--- src/hw/lcd_host_defs.svh ---
// timing counts, opcodes and register offsets of the dot-matrix display host controller
`ifndef LCD_HOST_DEFS_SVH
`define LCD_HOST_DEFS_SVH
`define CLK_PERIOD_NS 25
`define T_RESET_LOW_NS 1000
`define T_RESET_WAIT_NS 1000
`define T_CYCLE_NS 240
`define T_STROBE_LOW_NS 140
`define T_SETUP_NS 40
`define CNT_RESET_LOW ((`T_RESET_LOW_NS + `CLK_PERIOD_NS - 1) / `CLK_PERIOD_NS)
`define CNT_RESET_WAIT ((`T_RESET_WAIT_NS + `CLK_PERIOD_NS - 1) / `CLK_PERIOD_NS)
`define CNT_STROBE_LOW ((`T_STROBE_LOW_NS + `CLK_PERIOD_NS - 1) / `CLK_PERIOD_NS)
`define CNT_SETUP ((`T_SETUP_NS + `CLK_PERIOD_NS - 1) / `CLK_PERIOD_NS)
`define CNT_CYCLE ((`T_CYCLE_NS + `CLK_PERIOD_NS - 1) / `CLK_PERIOD_NS)
`define REG_CTRL 4'h0
`define REG_CMD 4'h1
`define REG_DATA 4'h2
`define REG_STATUS 4'h3
`define REG_RDATA 4'h4
`define CTRL_RESET_BIT 0
`define CTRL_BUSMODE_BIT 1
`define OP_DISPLAY_ON 8'hAF
`define OP_CONTRAST 8'h81
`define OP_BOOSTER 8'hF8
`define OP_RMW 8'hE0
`define OP_RMW_END 8'hEE
`define OP_SOFT_RESET 8'hE2
`define OP_NOP 8'hE3
`define COL_LAST 8'h83
`define PAGE_ICON 4'h8
`endif

--- src/hw/lcd_host_pkg.sv ---
// types shared by the dot-matrix display host controller
package lcd_host_pkg;
  typedef struct packed {
    logic [3:0] addr;
    logic [7:0] wdata;
    logic wr;
    logic rd;
  } sw_req_t;
  typedef struct packed {
    logic register_select;
    logic chip_select_n;
    logic strobe_a;
    logic strobe_b;
    logic reset_n;
  } lcd_ctl_t;
  typedef enum logic [2:0] {
    ST_IDLE = 3'b000,
    ST_SETUP = 3'b001,
    ST_STROBE = 3'b010,
    ST_RECOVER = 3'b011,
    ST_RST_LOW = 3'b100,
    ST_RST_WAIT = 3'b101
  } bus_state_t;
endpackage

--- src/hw/lcd_host_ctrl.sv ---
// host controller driving a dot-matrix display controller over its parallel 8-bit bus
// Behaviour
// - host sets page and column on page change
// - contrast is two-byte sequence
// - booster is two-byte sequence
// - host never issues test opcodes
// - select low instruction, high data
`timescale 1ns/100ps
`include "lcd_host_defs.svh"
module lcd_host_ctrl #(
  parameter int RESET_LOW_CYCLES = `CNT_RESET_LOW,
  parameter int RESET_WAIT_CYCLES = `CNT_RESET_WAIT
) (
  input wire logic sys_clk,
  input wire logic rst,
  input wire lcd_host_pkg::sw_req_t sw_req,
  output lcd_host_pkg::lcd_ctl_t lcd_ctl,
  output logic [7:0] sw_rdata,
  output logic [7:0] host_data_bus_o,
  output logic host_data_bus_oe,
  input wire logic [7:0] host_data_bus_i
);
  import lcd_host_pkg::*;

  // counts outside the 16-bit counter cannot be served, so they are refused at elaboration
  if (RESET_LOW_CYCLES < 1 || RESET_WAIT_CYCLES < 1 || RESET_LOW_CYCLES > 65535 || RESET_WAIT_CYCLES > 65535) begin : g_bad_counts
    $error("reset counts out of range");
  end

  localparam logic [15:0] SETUP_N = 16'(`CNT_SETUP);
  localparam logic [15:0] STROBE_N = 16'(`CNT_STROBE_LOW);
  localparam logic [15:0] RECOVER_N = 16'(`CNT_CYCLE - `CNT_SETUP - `CNT_STROBE_LOW);

  // --------------------------------------------------------------------------
  // transfer shape
  // --------------------------------------------------------------------------
  // a transfer is cut into three timed phases, each held by the one counter:
  //   setup   - chip select low, register select and data settled, no strobe
  //   strobe  - the active phase, long enough for the slower read case
  //   recover - strobe released, select still low, then everything let go
  // the phase lengths are whole clock cycles rounded up from the pin timings,
  // so a faster sys_clk only lengthens the counts, never shortens a phase.
  //
  // two bus styles share the same phases:
  //   style 0: strobe_a is a low-active read strobe, strobe_b a low-active
  //            write strobe; both idle high.
  //   style 1: strobe_a is a high-active enable that idles low, strobe_b
  //            selects the direction (1 read) and is set at the setup phase.
  // the idle level of strobe_a follows the style in the idle state but not
  // during the device reset pulse, so a style change made while idle leaves
  // an active strobe on the pins with chip select released for one cycle,
  // or for the whole reset pulse when the same control write starts a reset.
  //
  // read data are taken at the end of the strobe phase from the pins after
  // two flip-flops; the strobe phase is longer than the two-cycle latency
  // plus the device access time, which is what makes the capture safe.
  // status reads keep only the upper nibble, the lower one is forced to zero.
  //
  // software sees one slot: a request that meets a busy slot is dropped
  // rather than queued. this keeps the block free of any buffer, at the cost
  // that software has to poll the busy bit between requests.
  // the busy bit also covers the device reset pulse, so software simply
  // waits for it to clear after reset before its first request.
  //
  // two-byte instructions are tracked by one flag; the argument byte is
  // masked to its legal width here, so a stray upper bit from software can
  // never turn an argument into something the device reads as an opcode.
  // opcodes in the factory test group are never put on the pins at all.
  //
  // limitation: nothing here knows the device's own busy time after a soft
  // reset or a mode change; the recover phase covers bus cycle time only.

  // --------------------------------------------------------------------------
  // software side state
  // --------------------------------------------------------------------------
  bus_state_t state;
  logic [15:0] count;
  logic bus_mode; // 0: separate strobes, 1: enable with read/write select
  logic pend_valid;
  logic pend_rd;
  logic pend_rs;
  logic [7:0] pend_data;
  logic second_byte; // next command byte is an argument
  logic illegal_seen;
  logic [7:0] rdata_hold;
  logic [7:0] rx_meta;
  logic [7:0] rx_sync;
  logic start_reset;

  // an opcode in the factory test group is dropped, unless it is an argument
  function automatic logic is_test_op(input logic [7:0] op, input logic arg);
    return !arg && op[7:4] == 4'hF && op != `OP_BOOSTER;
  endfunction

  // opcodes that are followed by one argument byte
  function automatic logic takes_arg(input logic [7:0] op);
    return op == `OP_CONTRAST || op == `OP_BOOSTER;
  endfunction

  wire logic busy = pend_valid || state != ST_IDLE;
  wire logic cmd_wr = sw_req.wr && sw_req.addr == `REG_CMD && !busy;
  wire logic data_wr = sw_req.wr && sw_req.addr == `REG_DATA && !busy;
  wire logic rd_go = sw_req.wr && sw_req.addr == `REG_RDATA && !busy;
  assign start_reset = sw_req.wr && sw_req.addr == `REG_CTRL && sw_req.wdata[`CTRL_RESET_BIT];

  // --------------------------------------------------------------------------
  // software register writes and pending transfer
  // --------------------------------------------------------------------------
  // one pending transfer; requests arriving while busy are dropped and leave no trace in status
  always_ff @(posedge sys_clk) begin
    if (rst) begin
      pend_valid <= 1'b0;
      pend_rd <= 1'b0;
      pend_rs <= 1'b0;
      pend_data <= 8'h00;
      second_byte <= 1'b0;
      illegal_seen <= 1'b0;
    end else if (cmd_wr) begin
      if (is_test_op(sw_req.wdata, second_byte)) begin
        illegal_seen <= 1'b1;
      end else begin
        pend_valid <= 1'b1;
        pend_rd <= 1'b0;
        pend_rs <= 1'b0;
        pend_data <= second_byte ? {2'b00, sw_req.wdata[5:0]} & (pend_data == `OP_BOOSTER ? 8'h03 : 8'h3F) : sw_req.wdata;
        second_byte <= !second_byte && takes_arg(sw_req.wdata);
      end
    end else if (data_wr || rd_go) begin
      pend_valid <= 1'b1;
      pend_rd <= rd_go;
      pend_rs <= data_wr ? 1'b1 : sw_req.wdata[0];
      pend_data <= sw_req.wdata;
      second_byte <= 1'b0;
    end else if (state == ST_SETUP) begin
      pend_valid <= 1'b0;
    end
    if (!rst && sw_req.wr && sw_req.addr == `REG_STATUS) begin
      illegal_seen <= 1'b0;
    end
  end

  // bus mode bit
  always_ff @(posedge sys_clk) begin
    if (rst) begin
      bus_mode <= 1'b0;
    end else if (sw_req.wr && sw_req.addr == `REG_CTRL) begin
      bus_mode <= sw_req.wdata[`CTRL_BUSMODE_BIT];
    end
  end

  // --------------------------------------------------------------------------
  // pin side sequencer
  // --------------------------------------------------------------------------
  // incoming data pins are asynchronous to sys_clk
  always_ff @(posedge sys_clk) begin
    if (rst) begin
      rx_meta <= 8'h00;
      rx_sync <= 8'h00;
    end else begin
      rx_meta <= host_data_bus_i;
      rx_sync <= rx_meta;
    end
  end

  // timing is held long enough for both bus styles, so one sequence serves both
  always_ff @(posedge sys_clk) begin
    if (rst) begin
      state <= ST_RST_LOW;
      count <= 16'(RESET_LOW_CYCLES);
    end else if (start_reset && state == ST_IDLE) begin
      state <= ST_RST_LOW;
      count <= 16'(RESET_LOW_CYCLES);
    end else if (count > 16'h0001) begin
      count <= count - 16'h0001;
    end else begin
      unique case (state)
        ST_IDLE: begin
          if (pend_valid) begin
            state <= ST_SETUP;
            count <= SETUP_N;
          end
        end
        ST_SETUP: begin
          state <= ST_STROBE;
          count <= STROBE_N;
        end
        ST_STROBE: begin
          state <= ST_RECOVER;
          count <= RECOVER_N;
        end
        ST_RECOVER: begin
          state <= ST_IDLE;
          count <= 16'h0000;
        end
        ST_RST_LOW: begin
          state <= ST_RST_WAIT;
          count <= 16'(RESET_WAIT_CYCLES);
        end
        ST_RST_WAIT: begin
          state <= ST_IDLE;
          count <= 16'h0000;
        end
        default: begin
          state <= ST_IDLE;
          count <= 16'h0000;
        end
      endcase
    end
  end

  // pin drive; read data is caught at the end of the strobe
  always_ff @(posedge sys_clk) begin
    if (rst) begin
      lcd_ctl <= '{register_select: 1'b0, chip_select_n: 1'b1, strobe_a: 1'b1, strobe_b: 1'b1, reset_n: 1'b0};
      host_data_bus_o <= 8'h00;
      host_data_bus_oe <= 1'b0;
      rdata_hold <= 8'h00;
    end else begin
      lcd_ctl.reset_n <= !(state == ST_RST_LOW && count > 16'h0001);
      if (state == ST_IDLE && pend_valid && count <= 16'h0001) begin
        lcd_ctl.register_select <= pend_rs;
        lcd_ctl.chip_select_n <= 1'b0;
        host_data_bus_o <= pend_data;
        host_data_bus_oe <= !pend_rd;
        lcd_ctl.strobe_b <= bus_mode ? pend_rd : 1'b1;
      end else if (state == ST_SETUP && count <= 16'h0001) begin
        if (bus_mode) begin
          lcd_ctl.strobe_a <= 1'b1;
        end else if (pend_rd) begin
          lcd_ctl.strobe_a <= 1'b0;
        end else begin
          lcd_ctl.strobe_b <= 1'b0;
        end
        if (!bus_mode) begin
          lcd_ctl.strobe_a <= !pend_rd;
        end
      end else if (state == ST_STROBE && count <= 16'h0001) begin
        lcd_ctl.strobe_a <= !bus_mode;
        lcd_ctl.strobe_b <= !bus_mode || lcd_ctl.strobe_b;
        if (!host_data_bus_oe) begin
          rdata_hold <= lcd_ctl.register_select ? rx_sync : {rx_sync[7:4], 4'h0};
        end
      end else if (state == ST_RECOVER && count <= 16'h0001) begin
        lcd_ctl.chip_select_n <= 1'b1;
        host_data_bus_oe <= 1'b0;
        lcd_ctl.strobe_a <= !bus_mode;
        lcd_ctl.strobe_b <= 1'b1;
      end else if (state == ST_IDLE) begin
        // idle enable level follows the style a cycle later; a style change written with or during a reset leaves it active through the pulse
        lcd_ctl.strobe_a <= !bus_mode;
      end
    end
  end

  // --------------------------------------------------------------------------
  // software read port
  // --------------------------------------------------------------------------
  // read data stand in the cycle after the read strobe
  always_ff @(posedge sys_clk) begin
    if (rst) begin
      sw_rdata <= 8'h00;
    end else if (sw_req.rd) begin
      unique case (sw_req.addr)
        `REG_CTRL: sw_rdata <= {6'h00, bus_mode, 1'b0};
        `REG_STATUS: sw_rdata <= {5'h00, illegal_seen, second_byte, busy};
        `REG_RDATA: sw_rdata <= rdata_hold;
        default: sw_rdata <= 8'h00;
      endcase
    end else begin
      sw_rdata <= 8'h00;
    end
  end
endmodule

--- config.mk ---
export PLATFORM = sky130hd
export DESIGN_NAME = lcd_host_ctrl
export DESIGN_NICKNAME = d
export VERILOG_FILES = /design/src/hw/lcd_host_pkg.sv /design/src/hw/lcd_host_ctrl.sv
export VERILOG_INCLUDE_DIRS = /design/src /design/src/hw
export SDC_FILE = /design/constraint.sdc
export NUM_CORES = 1
export LEC_CHECK = 0
export BUFFER_PORTS_ARGS = -buffer_cell sky130_fd_sc_hd__buf_2
export CORE_AREA = 2 2 66 94
export CTS_BUF_LIST = sky130_fd_sc_hd__clkbuf_16
export DETAILED_ROUTE_END_ITERATION = 7
export DIE_AREA = 0 0 68 96
export PLACE_DENSITY = 0.84
export SYNTH_ARGS = -nofsm -noshare
export SYNTH_HDL_FRONTEND = slang
export SYNTH_SLANG_ARGS = --single-unit
--- constraint.sdc ---
create_clock -name sys_clk -period 5.3 [get_ports sys_clk]
set_clock_uncertainty 0.1 [all_clocks]
set_input_delay 0.265 -clock sys_clk [delete_from_list [all_inputs] [get_ports sys_clk]]
set_output_delay 0.265 -clock sys_clk [all_outputs]
set_load 0.01 [all_outputs]
==> key figures <==
Status
  • Status: completed

Synth
  • Post-Syn Nets: 397
  • Number of flops mapped to enable cells by yosys: 0
  • Yosys cell types: 56
  • Seq/Total Area, Yosys: 47.63%
  • Synth Warn #: 0
  • Top FF cell, synth: dfxtp_1
  • Flops & latches, synth: 79
  • Cells after Synth: 371
  • Area of the mapped netlist: 0.003321 mm2
  • FFs w/ async S/R, synth: 0%
  • Synthesized area per cell: 8.951 um2

Die
  • Chip width: 68 um
  • Core area: 0.005698 mm2
  • Io pins: 46
  • Die H: 96 um
  • Area of the die: 0.006528 mm2
  • Initial core utilization: 58.28%
  • Rows: 33

Route
  • Per-cell routed wire length: 14.36 um
  • DR pass1 iterations: 4
  • Vias: 2833
  • Post-route ant nets: 0
  • Drt drc: 0
  • Vias/cell: 5.817
  • Routed WL: 6992 um
  • Initial drt markers: 285

STA
  • Fraction of the cycle the final worst path needs: 54.47%
  • FMAX: 346.4 MHz
  • # setup viols final: 0
  • RSZ-0062 raised after global routing: false
  • Relative slew slack: 26.86%
  • Worst Tran Pin Value: 1.088 ns
  • Final Hold Vio Count: 0
  • Fin Setup TNS: 0 ns
  • Slew Limit Fails: 0
  • Crit path time final: 2.887 ns

Final layout
  • Fillcell total: 461
  • Multi-input gate area in the final layout: 0.001652 mm2
  • Seq. cell area: 0.001582 mm2
  • Share of cells above drive strength 1: 18.23%
  • Nets@finish: 438
  • Diodes inserted: 0
  • Syn-to-layout area delta: 17.07%
  • Post-Route Utilization: 68.23%

Clock tree
  • Post-CTS Setup Bufs: 0
  • CTS root buffer: clkbuf_16
  • # H-tree levels: 3
  • Cts hold-fix bufs: 0
  • Clk slew on worst S/H paths: 0.06 ns
  • Total clock buffers created by CTS: 9
  • CTS sink cnt: 79
  • Clk_lat worst skew: 0.33 ns
  • CTS Buffer Depth: 2
  • Post-CTS resize count: 0
  • TritonCTS clock tree: done

Placement
  • Number of port buffers: 45
  • RePlAce Congestion: 0.9378
  • Post-DP HPWL: 4881 um

Pwr
  • Power Dens Cells: 337.7 mW/mm2
  • Peak supply drop: 0.2510 mV
  • Share of power burned in registers: 46.9%
  • Internal Power: 1.008 mW
  • Clock share of power: 47.8%
  • Sw Ratio: 23.24%
  • P_leak: 1.471 nW
  • Psw: 0.3051 mW
  • Comb power frac: 5.3%

GRT
  • Vias in the first global route: 2601
  • Initial antenna violation count: 0
  • First-pass GRT wire length: 11540 um
  • Largest net degree at the start of global routing: 45
  • GRT Resource Usage Total: 23.62%
  • Grt total ovfl: 0

Worst setup path
  • CP cell instances: nor4_4, nand4_2, or2_0, nor3_2, mux2i_1
  • Startpoint Class: flip-flop
  • Required time worst endpoint: 5.46 ns
  • Crit path DAT: 3.05 ns
  • Worst-path cell with the longest stage delay: nor3_2
  • Critical path type: reg2reg
  • Crit Path Max Fanout: 16
  • Critical Path Max Stage Delay: 0.87 ns
  • Reg-to-reg slack, setup: 2.41 ns
  • Critical path capture point type: flip-flop

Min path
  • Min-Delay Path Class: in2reg

Job
  • Max cap viols: 0
[metal layers]
metal	share of wire, %	track usage, %	vias to the layer above	wire [um]
met5	0	0	-	0
met4	3.0	16.17	0	209
met3	5.3	5.731	23	374
met2	52	38.59	81	3602
met1	40	26.50	1318	2805
li1	-	-	1411	-
[worst paths after layout]
| path | start | endpoint | cells after the start |
|---|---|---|---|
| worst max-delay path | count[10]$_SDFFE_PP0P_ | host_data_bus_o[5]$_SDFFE_PP0P_ | 5 |
| worst min-delay path | host_data_bus_i[6] | rx_meta[6]$_SDFF_PP0_ | 2 |
| worst max register to register | count[10]$_SDFFE_PP0P_ | host_data_bus_o[5]$_SDFFE_PP0P_ | 5 |
| worst min register to register | rx_meta[4]$_SDFF_PP0_ | rx_sync[4]$_SDFF_PP0_ | 1 |
[registers in the layout, summed over array words and instances (netlist names)]
register / count
illegal_seen: 1
pend_data: 8
rx_sync: 8
host_data_bus_o: 8
bus_mode: 1
host_data_bus_oe: 1
second_byte: 1
count: 16
pend_valid: 1
rdata_hold: 8
pend_rd: 1
pend_rs: 1
lcd_ctl: 5
rx_meta: 8
state: 3
sw_rdata: 8
[critical path, delay by kind of cell (launching register included)]
family,cells,cell delay [ns]
and+or+nand+nor,4,2.07
DFF,1,0.38
muxes,1,0.26
[cells by family (layout without fill, tap and decap cells)]
| logic type | count (synthesis) | after routing | share of synthesized area, % |
|---|---|---|---|
| flops | 79 | 79 | 47.63 |
| mux | 17 | 17 | 5.162 |
| compound gates | 76 | 76 | 14.88 |
| xor+xnor | 5 | 5 | 1.319 |
| fa+ha+maj | 2 | 2 | 0.7535 |
| simple gates | 169 | 169 | 27.43 |
| buf+inv | 23 | 69 | 2.826 |
[power groups by stage]
| stage | clock network, mW | registers (mW) | logic (mW) |
|---|---|---|---|
| final | 0.628 | 0.615 | 0.0698 |
| after global placement | 0 | 0.627 | 0.0668 |
| after detailed placement | 0 | 0.628 | 0.0692 |
| after CTS | 0.642 | 0.615 | 0.0698 |
| after global routing | 0.667 | 0.617 | 0.0782 |
| after floorplan | 0 | 0.626 | 0.0465 |
[cells in the mapped netlist, types with 2 or more instances]
master | instances | area share (%)
buf_2 | 3 | 0.45
nand2b_1 | 6 | 1.1
a22oi_1 | 5 | 1.1
o21ai_0 | 15 | 2.3
and2_1 | 8 | 1.5
dfxtp_1 | 79 | 48
nor2b_1 | 17 | 3.2
o31ai_1 | 3 | 0.68
or2_2 | 2 | 0.38
nand2_1 | 40 | 4.5
a31oi_1 | 5 | 0.94
nand3b_1 | 3 | 0.68
or3_1 | 8 | 1.5
xor2_1 | 5 | 1.3
ha_1 | 2 | 0.75
nor3_2 | 2 | 0.60
and3_1 | 4 | 0.75
o2111ai_1 | 2 | 0.53
nor2_1 | 35 | 4.0
a211oi_1 | 4 | 0.90
o22ai_1 | 2 | 0.38
clkbuf_1 | 11 | 1.2
nand4_1 | 3 | 0.57
nand3_1 | 17 | 2.6
inv_1 | 8 | 0.90
a21oi_1 | 25 | 3.8
o21a_1 | 2 | 0.45
nor3_1 | 9 | 1.4
mux2i_1 | 16 | 4.8
nor4_1 | 4 | 0.75
[metrics by stage]
stage / instances / power, mW / hold slack, ns / area, um2 / setup WS (ns)
after floorplan: 371 / 0.6725 / 0.2606 / 3321 / 3.259
after global placement: 471 / 0.6939 / 0.3168 / 3576 / 2.492
after detailed placement: 471 / 0.6975 / 0.3265 / 3576 / 2.393
after CTS: 487 / 1.327 / 0.02768 / 3887 / 2.371
after global routing: 487 / 1.362 / 0.04432 / 3887 / 2.176
final: 487 / 1.313 / 0.03976 / 3887 / 2.413
[layout make-up]
cell class,instances,share of cell area (%)
clock buffers,9,5.793
clock inverters,7,2.221
inverters,8,0.7724
multi-input cells,269,42.48
flip-flops and latches,79,40.68
well taps,70,2.253
repair buffers,45,5.793
[cells in the final DEF (no fill, tap or decap), types with 9 or more instances in the layout]
cell	synthesis	final
o21ai_0	15	15
a21oi_1	25	25
nor3_1	9	9
buf_2	3	45
nand2_1	40	40
dfxtp_1	79	79
nand3_1	17	17
nor2_1	35	35
mux2i_1	16	16
nor2b_1	17	17
clkbuf_16	0	9
Power figures use the tool's default switching activity.
